===== src/common/pau_pkg.sv =====
// port address unit package: port map, commands, states, reset values
// assumes a 4-bit core that issues one port instruction at a time
package pau_pkg;

   // port address map, as seen by the input/output instructions
   localparam logic [4:0] PAU_ADDR_INPUT_A   = 5'h00;
   localparam logic [4:0] PAU_ADDR_OUT_LOW   = 5'h01;
   localparam logic [4:0] PAU_ADDR_OUT_HIGH  = 5'h02;
   localparam logic [4:0] PAU_ADDR_BIDIR_LO  = 5'h04;
   localparam logic [4:0] PAU_ADDR_BIDIR_HI  = 5'h09;
   localparam logic [4:0] PAU_ADDR_SER_STAT  = 5'h0e;
   localparam logic [4:0] PAU_ADDR_SER_BUF   = 5'h0f;
   localparam logic [4:0] PAU_ADDR_TMR_ONE   = 5'h1c;
   localparam logic [4:0] PAU_ADDR_TMR_TWO   = 5'h1d;
   localparam logic [4:0] PAU_ADDR_SER_CTL   = 5'h1f;

   // geometry
   localparam int         PAU_NIB            = 4;
   localparam int         PAU_BIDIR_PORTS    = 6;
   localparam int         PAU_PULLUP_PORTS   = 3;
   localparam int         PAU_NINE_IDX       = 5;

   // values after reset, and what undefined space reads
   localparam logic [3:0] PAU_LATCH_REL      = 4'hf;
   localparam logic [3:0] PAU_LATCH_LOW      = 4'h0;
   localparam logic [3:0] PAU_NINE_MASK      = 4'h7;
   localparam logic [3:0] PAU_CTL_RST        = 4'h0;
   localparam logic [3:0] PAU_UNDEF_READ     = 4'h0;

   // port instructions from the core
   typedef enum logic [3:0] {
      PAU_CMD_IN_ACC  = 4'h0,  // port -> accumulator
      PAU_CMD_IN_MEM  = 4'h1,  // port -> memory at pointer pair
      PAU_CMD_OUT_ACC = 4'h2,  // accumulator or immediate -> port
      PAU_CMD_OUT_MEM = 4'h3,  // memory at pointer pair -> port
      PAU_CMD_OUTB    = 4'h4,  // 5-bit value -> both output ports
      PAU_CMD_SET     = 4'h5,  // set bit, direct address
      PAU_CMD_CLR     = 4'h6,  // clear bit, direct address
      PAU_CMD_TEST    = 4'h7,  // test bit, direct address
      PAU_CMD_SETB    = 4'h8,  // set bit, low index register
      PAU_CMD_CLRB    = 4'h9,  // clear bit, low index register
      PAU_CMD_TESTB   = 4'ha   // test bit, low index register
   } pau_cmd_t;

   // sequencer states, one-hot
   typedef enum logic [2:0] {
      PAU_ST_IDLE  = 3'b001,
      PAU_ST_MEMRD = 3'b010,
      PAU_ST_LUT   = 3'b100
   } pau_state_t;

endpackage


===== src/hdl/pau_top.sv =====
// parallel port unit: port address decode, latches, bit operations
// assumes the core holds req for one cycle and waits for done_q
// Notes on behaviour
// - bit set, clear, test via low index
// - port nine three bits, latches high
// - byte output drives both output ports together
// - decode input, output and bidir port addresses
// - serial buffer and status at 0f, 0e
// - timer and serial controls at 1c,1d,1f
// - transfers with accumulator, memory, immediate
// - output ports released after reset
// - ports four to six high or low
// - ports seven to nine released after reset
// - build option sets initial port levels
// - data memory survives held reset
`timescale 1ns/1ps
`default_nettype none
module pau_top #(
   // one bit per port four..six: 1 gives low after reset
   parameter logic [2:0]   INIT_LOW = 3'b000,
   parameter logic [255:0] TABLE    = {
      128'h1f1e_1d1c_1b1a_1918_1716_1514_1312_1110,
      128'h0f0e_0d0c_0b0a_0908_0706_0504_0302_0100}
) (
   input  wire logic              clk_sys,
   input  wire logic              sys_rst,
   input  wire logic              req,
   input  wire pau_pkg::pau_cmd_t cmd,
   input  wire logic [4:0]        port_addr,
   input  wire logic [3:0]        wdata,
   input  wire logic [1:0]        bit_idx,
   input  wire logic [3:0]        l_index,
   input  wire logic [7:0]        mem_ptr,
   input  wire logic [4:0]        byte_val,
   output logic                   done_q,
   output logic      [3:0]        rdata_q,
   output logic                   test_q,
   input  wire logic [3:0]        in_a_pin,
   output logic      [3:0]        out_low_o,
   output logic      [3:0]        out_low_oe_n,
   output logic      [3:0]        out_high_o,
   output logic      [3:0]        out_high_oe_n,
   input  wire logic [23:0]       bidir_pin_i,
   output logic      [23:0]       bidir_pin_o,
   output logic      [23:0]       bidir_pin_oe_n,
   input  wire logic [3:0]        ser_status_i,
   input  wire logic [3:0]        ser_rx_buf_i,
   output logic                   ser_tx_load_q,
   output logic      [3:0]        ser_tx_data_q,
   output logic      [3:0]        tmr_one_ctl_q,
   output logic      [3:0]        tmr_two_ctl_q,
   output logic      [3:0]        ser_ctl_q
);
   import pau_pkg::*;

   ////////////////////////////////////////////////////////////////////
   // declarations
   pau_state_t  state_q;        // sequencer state
   logic [4:0]  addr_q;         // target port held over memory read
   logic [3:0]  out_low_q;      // low output latch
   logic [3:0]  out_high_q;     // high output latch
   logic [3:0]  bidir_q [6];    // bidir latches, ports four..nine
   logic [3:0]  in_a_m, in_a_s; // input port synchroniser
   logic [23:0] bid_m, bid_s;   // bidir pin synchroniser
   logic [3:0]  ram_q;          // memory read data
   logic [7:0]  lut_q;          // converted byte
   logic        accept;         // request taken this cycle
   logic        is_b;           // index-register bit form
   logic        is_bitwr;       // set or clear of either form
   logic        is_set;         // set of either form
   logic        is_test;        // test of either form
   logic [4:0]  op_addr;        // port the instruction targets
   logic [1:0]  op_bit;         // bit the instruction targets
   logic [3:0]  op_mask;        // one-hot of op_bit
   logic [3:0]  rd_val;         // what an input access returns
   logic [3:0]  lat_val;        // latch behind op_addr
   logic        wr_en;          // a port write happens
   logic [4:0]  wr_addr;        // its address
   logic [3:0]  wr_val;         // its value
   logic        direct;         // finishes in the accept cycle
   logic        ram_we;         // port -> memory write

   // latch-backed port: target of bit writes and latch reads
   function automatic logic is_latch(input logic [4:0] a);
      return (a == PAU_ADDR_OUT_LOW) || (a == PAU_ADDR_OUT_HIGH) ||
             (a >= PAU_ADDR_BIDIR_LO && a <= PAU_ADDR_BIDIR_HI);
   endfunction

   // reset value of bidir latch k
   function automatic logic [3:0] bidir_rst(input int k);
      if (k < PAU_PULLUP_PORTS) begin
         return INIT_LOW[k] ? PAU_LATCH_LOW : PAU_LATCH_REL;
      end else if (k == PAU_NINE_IDX) begin
         return PAU_NINE_MASK;
      end
      return PAU_LATCH_REL;
   endfunction

   ////////////////////////////////////////////////////////////////////
   // instruction decode
   assign accept   = req && (state_q == PAU_ST_IDLE);
   assign is_b     = (cmd == PAU_CMD_SETB) || (cmd == PAU_CMD_CLRB) ||
                     (cmd == PAU_CMD_TESTB);
   assign is_set   = (cmd == PAU_CMD_SET) || (cmd == PAU_CMD_SETB);
   assign is_bitwr = is_set || (cmd == PAU_CMD_CLR) ||
                     (cmd == PAU_CMD_CLRB);
   assign is_test  = (cmd == PAU_CMD_TEST) || (cmd == PAU_CMD_TESTB);
   // index form: upper two bits pick port four..seven, lower the bit
   assign op_addr  = is_b ? PAU_ADDR_BIDIR_LO + {3'b000, l_index[3:2]}
                          : port_addr;
   assign op_bit   = is_b ? l_index[1:0] : bit_idx;
   assign op_mask  = 4'h1 << op_bit;
   assign direct   = (cmd != PAU_CMD_OUT_MEM) && (cmd != PAU_CMD_OUTB);
   assign ram_we   = accept && (cmd == PAU_CMD_IN_MEM);

   ////////////////////////////////////////////////////////////////////
   // read selection: pins for bidir ports, latches for output ports
   always_comb begin
      rd_val  = PAU_UNDEF_READ;  // undefined space reads constant
      lat_val = PAU_LATCH_REL;
      case (op_addr)
         PAU_ADDR_INPUT_A:  rd_val = in_a_s;
         PAU_ADDR_OUT_LOW: begin
            rd_val  = out_low_q;
            lat_val = out_low_q;
         end
         PAU_ADDR_OUT_HIGH: begin
            rd_val  = out_high_q;
            lat_val = out_high_q;
         end
         PAU_ADDR_SER_STAT: rd_val = ser_status_i;
         PAU_ADDR_SER_BUF:  rd_val = ser_rx_buf_i;
         default: begin
            if (op_addr >= PAU_ADDR_BIDIR_LO &&
                op_addr <= PAU_ADDR_BIDIR_HI) begin
               // pin level; only meaningful with latch high
               rd_val  = bid_s[4*(op_addr-PAU_ADDR_BIDIR_LO) +: 4];
               lat_val = bidir_q[3'(op_addr - PAU_ADDR_BIDIR_LO)];
            end
         end
      endcase
   end

   ////////////////////////////////////////////////////////////////////
   // port write path; reserved addresses decode to nothing
   assign wr_en   = (state_q == PAU_ST_MEMRD) ||
                    (accept && (cmd == PAU_CMD_OUT_ACC)) ||
                    (accept && is_bitwr && is_latch(op_addr));
   assign wr_addr = (state_q == PAU_ST_MEMRD) ? addr_q : op_addr;
   assign wr_val  = (state_q == PAU_ST_MEMRD) ? ram_q :
                    (cmd == PAU_CMD_OUT_ACC)  ? wdata :
                    is_set ? (lat_val | op_mask) :
                             (lat_val & ~op_mask);

   ////////////////////////////////////////////////////////////////////
   // pin synchronisers, two stages each
   always_ff @(posedge clk_sys or posedge sys_rst) begin
      if (sys_rst) begin
         in_a_m <= 4'h0;
         in_a_s <= 4'h0;
         bid_m  <= 24'h00_0000;
         bid_s  <= 24'h00_0000;
      end else begin
         in_a_m <= in_a_pin;
         in_a_s <= in_a_m;
         bid_m  <= bidir_pin_i;
         bid_s  <= bid_m;
      end
   end

   ////////////////////////////////////////////////////////////////////
   // sequencer: memory-to-port and table paths take one extra cycle
   always_ff @(posedge clk_sys or posedge sys_rst) begin
      if (sys_rst) begin
         state_q <= PAU_ST_IDLE;
         addr_q  <= 5'h00;
      end else begin
         case (state_q)
            PAU_ST_IDLE: begin
               addr_q <= port_addr;
               if (accept && cmd == PAU_CMD_OUT_MEM) begin
                  state_q <= PAU_ST_MEMRD;
               end else if (accept && cmd == PAU_CMD_OUTB) begin
                  state_q <= PAU_ST_LUT;
               end
            end
            PAU_ST_MEMRD: state_q <= PAU_ST_IDLE;
            PAU_ST_LUT:   state_q <= PAU_ST_IDLE;
            default:      state_q <= PAU_ST_IDLE;
         endcase
      end
   end

   ////////////////////////////////////////////////////////////////////
   // answers to the core
   always_ff @(posedge clk_sys or posedge sys_rst) begin
      if (sys_rst) begin
         done_q  <= 1'b0;
         rdata_q <= 4'h0;
         test_q  <= 1'b0;
      end else begin
         done_q <= (accept && direct) || (state_q != PAU_ST_IDLE);
         if (accept && (cmd == PAU_CMD_IN_ACC ||
                        cmd == PAU_CMD_IN_MEM)) begin
            rdata_q <= rd_val;
         end
         if (accept && is_test) begin
            test_q <= rd_val[op_bit];
         end
      end
   end

   ////////////////////////////////////////////////////////////////////
   // output latches: reset releases the sink drivers
   always_ff @(posedge clk_sys or posedge sys_rst) begin
      if (sys_rst) begin
         out_low_q  <= PAU_LATCH_REL;
         out_high_q <= PAU_LATCH_REL;
      end else if (state_q == PAU_ST_LUT) begin
         out_low_q  <= lut_q[3:0];
         out_high_q <= lut_q[7:4];
      end else if (wr_en && wr_addr == PAU_ADDR_OUT_LOW) begin
         out_low_q  <= wr_val;
      end else if (wr_en && wr_addr == PAU_ADDR_OUT_HIGH) begin
         out_high_q <= wr_val;
      end
   end

   ////////////////////////////////////////////////////////////////////
   // bidir latches, one per port
   for (genvar k = 0; k < PAU_BIDIR_PORTS; k++) begin : g_bidir
      always_ff @(posedge clk_sys or posedge sys_rst) begin
         if (sys_rst) begin
            bidir_q[k] <= bidir_rst(k);
         end else if (wr_en && wr_addr == PAU_ADDR_BIDIR_LO + 5'(k)) begin
            // port nine has no bit 3; it stays zero
            bidir_q[k] <= (k == PAU_NINE_IDX) ? (wr_val & PAU_NINE_MASK)
                                              : wr_val;
         end
      end
      // open drain: latch 1 releases, latch 0 sinks
      assign bidir_pin_oe_n[4*k +: 4] = (k == PAU_NINE_IDX) ?
                           (bidir_q[k] | ~PAU_NINE_MASK) : bidir_q[k];
   end

   // sink drivers only ever pull low
   assign bidir_pin_o   = 24'h00_0000;
   assign out_low_o     = 4'h0;
   assign out_high_o    = 4'h0;
   assign out_low_oe_n  = out_low_q;
   assign out_high_oe_n = out_high_q;

   ////////////////////////////////////////////////////////////////////
   // serial and timer control registers
   always_ff @(posedge clk_sys or posedge sys_rst) begin
      if (sys_rst) begin
         ser_tx_load_q <= 1'b0;
         ser_tx_data_q <= PAU_CTL_RST;
         tmr_one_ctl_q <= PAU_CTL_RST;
         tmr_two_ctl_q <= PAU_CTL_RST;
         ser_ctl_q     <= PAU_CTL_RST;
      end else begin
         ser_tx_load_q <= wr_en && wr_addr == PAU_ADDR_SER_BUF;
         if (wr_en && wr_addr == PAU_ADDR_SER_BUF) begin
            ser_tx_data_q <= wr_val;
         end
         if (wr_en && wr_addr == PAU_ADDR_TMR_ONE) begin
            tmr_one_ctl_q <= wr_val;
         end
         if (wr_en && wr_addr == PAU_ADDR_TMR_TWO) begin
            tmr_two_ctl_q <= wr_val;
         end
         if (wr_en && wr_addr == PAU_ADDR_SER_CTL) begin
            ser_ctl_q <= wr_val;
         end
      end
   end

   ////////////////////////////////////////////////////////////////////
   // memory and conversion table
   pau_ram #(.AW(8), .DW(4)) u_ram (
      .clk_sys (clk_sys),
      .we      (ram_we),
      .waddr   (mem_ptr),
      .wdata   (rd_val),
      .raddr   (mem_ptr),
      .rdata_q (ram_q)
   );

   pau_lut #(.TABLE(TABLE)) u_lut (
      .clk_sys (clk_sys),
      .sys_rst (sys_rst),
      .idx     (byte_val),
      .rdata_q (lut_q)
   );

   ////////////////////////////////////////////////////////////////////
   // assertions
   logic first_q;  // high in the first cycle after reset release
   always_ff @(posedge clk_sys or posedge sys_rst) begin
      if (sys_rst) first_q <= 1'b1;
      else         first_q <= 1'b0;
   end
endmodule
`default_nettype wire


===== src/hdl/pau_ram.sv =====
// data memory of the core, reached here for port <-> memory transfers
// assumes one clock; no reset, so contents survive a held reset
`timescale 1ns/1ps
`default_nettype none
module pau_ram #(
   parameter int AW = 8,
   parameter int DW = 4
) (
   input  wire logic          clk_sys,
   input  wire logic          we,
   input  wire logic [AW-1:0] waddr,
   input  wire logic [DW-1:0] wdata,
   input  wire logic [AW-1:0] raddr,
   output logic      [DW-1:0] rdata_q
);

   logic [DW-1:0] mem [2**AW];  // storage, deliberately never cleared

   ////////////////////////////////////////////////////////////////////
   // write port and registered read port
   always_ff @(posedge clk_sys) begin
      if (we) begin
         mem[waddr] <= wdata;
      end
      rdata_q <= mem[raddr];
   end

endmodule
`default_nettype wire


===== src/hdl/pau_lut.sv =====
// 5-to-8 conversion table for the byte output instruction
// assumes the table image is fixed at build time like program memory
`timescale 1ns/1ps
`default_nettype none
module pau_lut #(
   // entry i sits in bits 8i+7..8i; default is a plain pass-through
   parameter logic [255:0] TABLE = {
      128'h1f1e_1d1c_1b1a_1918_1716_1514_1312_1110,
      128'h0f0e_0d0c_0b0a_0908_0706_0504_0302_0100}
) (
   input  wire logic       clk_sys,
   input  wire logic       sys_rst,
   input  wire logic [4:0] idx,
   output logic      [7:0] rdata_q
);

   logic [7:0] entry;  // selected table word

   assign entry = TABLE[{idx, 3'b000} +: 8];

   ////////////////////////////////////////////////////////////////////
   // registered lookup, one cycle of latency
   always_ff @(posedge clk_sys or posedge sys_rst) begin
      if (sys_rst) begin
         rdata_q <= 8'h00;
      end else begin
         rdata_q <= entry;
      end
   end

endmodule
`default_nettype wire


===== config.mk =====
export PLATFORM = sky130hd
export DESIGN_NAME = pau_top
export DESIGN_NICKNAME = d
export VERILOG_FILES = /design/src/common/pau_pkg.sv /design/src/hdl/pau_top.sv /design/src/hdl/pau_ram.sv /design/src/hdl/pau_lut.sv
export SDC_FILE = /design/constraint.sdc
export NUM_CORES = 1
export LEC_CHECK = 0
export BUFFER_PORTS_ARGS = -buffer_cell sky130_fd_sc_hd__buf_4
export CORE_MARGIN = 4
export CORE_UTILIZATION = 55
export CTS_CLUSTER_DIAMETER = 200
export CTS_CLUSTER_SIZE = 10
export DETAILED_ROUTE_END_ITERATION = 8
export HOLD_SLACK_MARGIN = 0.05
export PLACE_DENSITY = 0.72
export SYNTH_ARGS = -nofsm -noshare
export SYNTH_HDL_FRONTEND = slang
export SYNTH_SLANG_ARGS = --single-unit

===== constraint.sdc =====
create_clock -name clk_sys -period 31.6 [get_ports clk_sys]
set_clock_uncertainty 0.05 [all_clocks]
set_input_delay 7.9 -clock clk_sys [delete_from_list [all_inputs] [get_ports clk_sys]]
set_output_delay 7.9 -clock clk_sys [all_outputs]
set_load 0.05 [all_outputs]

==> impl_results.md, run 1 <==
* Outcome: finished clean
* Via/cell ratio at approximately 6.5
* Share of cells above drive strength 1 at 26.35%
* Synth Area in Compound Gates at 4.745%
* Hold path start: in_a_m[0]
* Clk buf depth at 3
* FMAX at 0.08090 GHz
* RR Startpoint: state_q[0]
* Seq/Total Area, Yosys at 73.15%
* Yosys warns at 0
* Critical-path cell list: buf_4 -> and2b_4 -> nand2_1 -> nand2b_1 -> nor2_1 -> ha_1 -> o31a_1 -> o22ai_1 -> o31a_1 -> o211ai_1 -> nand2b_1 -> nand3_4 -> buf_4
* Mean post-synth cell area at roughly 19 um2
* Initial antenna violation count at 1
* Cell type with the largest total area after synthesis: edfxtp_1
* Top-area cell type share of the netlist area at 66.26%
* Post-synth top flop: edfxtp_1
* WHS Endpoint: in_a_s[0]
* Initial Util at 55.45%
* GPL Wtd Cong at 0.9621
* Largest net degree at the start of global routing at approximately 260
* Distinct cell type count of the synthesized netlist at 101
* Slew @ Worst Pin at 1165 ps
* Final Max Tran Viols at 0
* Clk_lat worst skew at 730 ps
* Flip-flop and latch count after synthesis at 1151
* Initial DRT Pass Iterations at 6
* Leak Pwr at approximately 15 nW
* Number of global-route vias before repair at 25515
* Top post-synthesis cells by count: 1024 x edfxtp_1, 298 x nor2_1, 268 x mux4_2
* Total CTS buffers at 133
* Synth Area in Simple Gates at slightly above 5%
* First-pass GRT wire length at ~170000 um
* Power per cell area at roughly 63 nW/um2
* Startpoint Class: input pin
* Most frequent cell after synthesis: edfxtp_1
* RR Endpoint: u_ram.mem[144][0]
* 1st-iter DRT viols at about 3000
* Via count at 24963
* Max VDD drop at 0.00005859 V
* CP max FO at 113
* Antenna cells at 0
* Area grow syn2layout at 11.96%
* Total global routing track utilization at around 25%
* Wire per inst at 29.37 um
* Largest family of logic cells by synthesized area: multiplexers
* Clock sinks at 1151
* Critical Path Sink Type: register
* CP Data Arrival Time at 12650 ps
* Number of remaining DRC errors at 0
* Req. time, crit path at 31890 ps
* Worst relative slew slack at 22.33%
* Reg2Reg Setup Slack at roughly 27000 ps
* CP max stage delay at 960 ps
* Synth Area in XOR/XNOR at 0.03775%
* I/O pin total at 158
* Async S/R FF share, synth at 10.69%
* CP max stage cell: buf_4
* Post-layout nets at 2702
* Die width at 298.5 um
* Setup CP Type: in2reg
* Top cells by area, synth: edfxtp_1 66%, mux4_2 13%, dfrtp_1 4.9%
* Hold WS at slightly below 300 ps
* Hold_buf cts at 0
* Hold violation total from the final report at 0
* Pre-CTS setup slack at ~19000 ps
* DIE AREA at 89080 um2
* Resized cells post-CTS at 0
* Mapped Area at 46410 um2
* IO Port Bufs at 124
* Core area at roughly 84000 um2
* Hold depth at 0
* Clock root buffer: clkbuf_16
* Max-Cap Viols at 0
* R2R depth at 7
* Routed WL at ~110000 um
* Post-route setup slack at ~19000 ps
* EDFF count, synth at 1024
* Gate Count Post-Synth at roughly 2500
* Die height at 298.5 um
* Setup violators final at 0
* Mux contribution to synthesized area at 14.69%
* Final TNS setup at 0 ps
* Final period demand of the worst path at ~12000 ps
* RSZ-0062 raised after global routing: no
* H-tree levels at 4
* Post-CTS Setup Bufs at 0
* CTS tree: yes
* Remaining Overflow, GRT at 0
* Hpwl dp at about 66000 um
* Type of the tightest min-delay check: reg2reg
* Final ANT Viol Nets at 0
* Fin crit share at 39.12%
* Reg clk slew, reported paths at about 60 ps
* Row Count at 106
* Synth Area in Adders at less than 1%
metal layers:
layer | vias to the layer above | part of all wire [%] | global-route usage, %
li1 | 10223 | - | -
met1 | 12917 | 38 | 35.47
met2 | 1537 | 48 | 39.74
met3 | 284 | 10 | 5.579
met4 | 2 | 3.7 | 9.497
met5 | - | 0.013 | 0
kinds of logic after synthesis:
kind of cell               Yosys count
buffers and inverters              201
other                                2
xor gates and xnor gates             2
AOI/OAI and AO/OA                  296
DFF                               1151
and+or+nand+nor                    510
muxes                              339
adders and majority gates            1
how the worst max path moves through the flow:
stage / startpoint / slack (ps) / to / cells after the start
6_report: cmd[2] / 19240 / u_ram.mem[176][0] / 13
5_1_grt: cmd[2] / 19030 / u_ram.mem[176][0] / 13
4_1_cts: cmd[2] / 19440 / u_ram.mem[140][0] / 13
3_5_place_dp: cmd[2] / 18690 / u_ram.mem[228][0] / 13
3_3_place_gp: cmd[2] / 18950 / u_ram.mem[226][0] / 13
2_1_floorplan: cmd[2] / 9480 / u_ram.mem[0][1] / 13
critical path, delay by kind of cell:
kind | cells | cell delay (ps)
and+or+nand+nor | 6 | 2050
AOI/OAI and AO/OA | 4 | 1160
buffers and inverters | 2 | 1130
adders and majority gates | 1 | 220
where the power goes:
part           switching (mW)  internal, mW  leakage [nW]
clock                   0.571         0.785          1.80
sequential             0.0113          1.68          9.06
combinational           0.147        0.0625          3.98
area by class of cell:
class / instances / area (um2)
inverter: 9 / 36.28
clock buffer: 178 / 3582
sequential: 1151 / 33950
fill: 5707 / 31730
clock inverter: 10 / 128.9
multi-input combinational: 1181 / 11610
tap: 1134 / 1419
timing repair buffer: 154 / 1234
metrics by stage:
| step | cells | area (um2) | utilization, % | power (mW) |
|---|---|---|---|---|
| 3_5_place_dp | 3629 | 48250 | 57.65 | 1.931 |
| 6_report | 3817 | 51960 | 62.08 | 3.259 |
| 2_1_floorplan | 2533 | 46520 | - | 1.871 |
| 3_3_place_gp | 3629 | 48250 | 57.65 | 1.927 |
| 4_1_cts | 3817 | 51960 | 62.08 | 3.273 |
| 5_1_grt | 3817 | 51960 | 62.08 | 3.356 |
sequential cells by signal (all words and copies together) (netlist names), 5 cells and up:
| signal | flops |
|---|---|
| u_ram.mem | 1024 |
| bid_m | 24 |
| u_lut.rdata_q | 5 |
| bidir_pin_oe_n | 23 |
| bid_s | 24 |
| addr_q | 5 |
cells in the final DEF, fill, tap and decap left out, types with 49 or more instances in the layout:
master and n:
a22oi_1 79, mux4_2 268, mux2_2 49, edfxtp_1 1024, nand2_1 72, dfrtp_1 91, a21oi_1 53, nor2_1 297
buf_4 147, clkbuf_16 137
Power figures use the tool's default switching activity.
==> inputs of run 2 (changes only) <==
==> constraint.sdc (replaced) <==
create_clock -name clk_sys -period 11.7 [get_ports clk_sys]
set_clock_uncertainty 0.05 [all_clocks]
set_input_delay 2.925 -clock clk_sys [delete_from_list [all_inputs] [get_ports clk_sys]]
set_output_delay 2.925 -clock clk_sys [all_outputs]
set_load 0.05 [all_outputs]
==> run 2 against run 1 <==
  * Non-clock buffer count is 2 lower
  * Largest cell class unchanged
  * Sequential power grew to 2.7 times the previous value
  * Sequential share of layout area hardly changed
  * Register-to-register slack worse by 19000 ps
  * Worst setup slack worse by 15000 ps
==> impl_results.md, run 2 (synthesis gave the netlist of run 1 again) <==
* Worst relative slew slack at 18.87%
* Core area at 83690 um2
* Clk_lat worst skew at 720 ps
* Number of global-route vias before repair at 25464
* Largest regs: u_ram.mem: 1024 flops, bid_m: 24 flops, bid_s: 24 flops
* Final ANT Viol Nets at 0
* Clock root buffer: clkbuf_16
* RSZ-0062 raised after global routing: no
* Max reg flops at 1024
* Hold depth at 0
* FMAX at around 0.14 GHz
* Startpoint Class: input pin
* Final TNS setup at 0 ps
* Leak Pwr at 14.85 nW
* Remaining Overflow, GRT at 0
* Met1 Resource Use GR at 34.66%
* Die width at 298.5 um
* Power per cell area at 169.2 nW/um2
* Final period demand of the worst path at between 7000 and 8000 ps
* Area grow syn2layout at 12.01%
* Commonest non-fill, non-tap cells in the layout: 1024 x edfxtp_1, 297 x nor2_1, 268 x mux4_2, 143 x buf_4, 140 x clkbuf_16
* CP max stage delay at slightly above 700 ps
* Setup CP Type: in2reg
* I/O pin total at ~160
* CP Data Arrival Time at 7530 ps
* H-tree levels at 4
* Largest net degree at the start of global routing at 258
* CP max FO at about 180
* Placed cell area at 48260 um2
* Initial Util at 55.45%
* Post-CTS Setup Bufs at 0
* Total global routing track utilization at 25.44%
* Crit path launch: cmd[2]
* Critical Path Sink Type: register
* Max VDD drop at 0.0001522 V
* Die height at a little under 300 um
* Critical-path cell list: buf_4 -> and2b_4 -> nand2_1 -> nand2b_1 -> nor2_1 -> ha_1 -> o31a_1 -> o22ai_1 -> o31a_1 -> o211ai_1 -> nand2b_1 -> nand3_4 -> buf_12
* Final instance area at 51980 um2
* Routing usage on met3 at 5.892%
* Reg clk slew, reported paths at roughly 60 ps
* Share of cells above drive strength 1 at between 20% and 30%
* First-pass GRT wire length at between 150000 and 200000 um
* RR Startpoint: state_q[0]
* Initial antenna violation count at 1
* Req. time, crit path at 12030 ps
* Routing usage on met2 at 41.02%
* Via/cell ratio at 6.500
* CP max stage cell: nand3_4
* GPL Wtd Cong at 0.8785
* Wire per inst at 29.65 um
* Total CTS buffers at between 100 and 150
* Setup violators final at 0
* Most crowded layer after global routing: met2
* Most common cell after layout, fill and taps aside: edfxtp_1
* Type of the tightest min-delay check: reg2reg
* Clk buf depth at 3
* Hold path start: bid_m[11]
* Final Max Tran Viols at 0
* Hpwl dp at 65410 um
* R2R depth at 8
* Hold_buf cts at 0
* Post-layout nets at 2700
* Fin crit share at 61.54%
* CTS tree: yes
* DIE AREA at between 80000 and 90000 um2
* Clock sinks at 1151
* Via count at ~25000
* Reg with most FFs: u_ram.mem
* Number of remaining DRC errors at 0
* Row Count at 106
* Hold violation total from the final report at 0
* Slew @ Worst Pin at 1217 ps
* Max-Cap Viols at 0
* Antenna cells at 0
* Resized cells post-CTS at 0
* 1st-iter DRT viols at 2969
* IO Port Bufs at 124
* Routed WL at 112800 um
* Final core utilization at 62.11%
* Outcome: finished clean
* Initial DRT Pass Iterations at 5
==> run 2: cell types whose count changed in the layout (fill, tap and decap cells not counted) <==
cell / change
inv_6: -2
buf_12: +2
clkinv_8: -1
clkbuf_16: +3
buf_4: -4
inv_16: +1
clkbuf_1: -13
==> run 2: worst paths after layout <==
kind                                    end  slack, ps
max                        u_ram.mem[47][0]       4500
min                               bid_s[11]        260
max reg2reg                u_ram.mem[74][3]       7580
min reg2reg                       bid_s[11]        260
max in group asynchronous          bid_m[6]       8000
min in group asynchronous  tmr_one_ctl_q[1]       2220
==> run 2: final cells by class <==
cell class                 instances  area [um2]
clock buffer                     168        3608
clock inverter                     8       115.1
fill                            5690       31710
inverter                           9       36.28
multi-input combinational       1181       11610
sequential                      1151       33950
tap                             1134        1419
timing repair buffer             152        1244
==> run 2: critical path: cells and delay by family <==
kind                     cells  cell delay [ps]
AND/OR/NAND/NOR              6             2140
AO/OA/AOI/OAI                4             1220
buffers and inverters        2              680
adder cells (fa/ha/maj)      1              210
==> run 2: metrics by stage <==
| stage | total power [mW] | setup WS (ps) | hold WS [ps] | std cells |
|---|---|---|---|---|
| after floorplan | 5.044 | -1054 | 281.2 | 2533 |
| after global placement | 5.208 | 4258 | 283.7 | 3627 |
| after detailed placement | 5.219 | 4004 | 284.7 | 3627 |
| after CTS | 8.838 | 4719 | 257.7 | 3803 |
| after global routing | 9.058 | 4253 | 263.4 | 3803 |
| final | 8.797 | 4500 | 264.4 | 3803 |
==> run 2: where the power goes <==
| part | switching, mW | leakage (nW) | internal, mW |
|---|---|---|---|
| Sequential | 0.0294 | 9.06 | 4.54 |
| Combinational | 0.400 | 3.98 | 0.170 |
| Clock | 1.51 | 1.81 | 2.14 |
==> run 2: metal layers <==
| layer | up-vias | wire length [um] |
|---|---|---|
| met3 | 252 | 10990 |
| met2 | 1458 | 55680 |
| met1 | 12773 | 42280 |
| met4 | 0 | 3804 |
| met5 | - | 0 |
| li1 | 10237 | - |
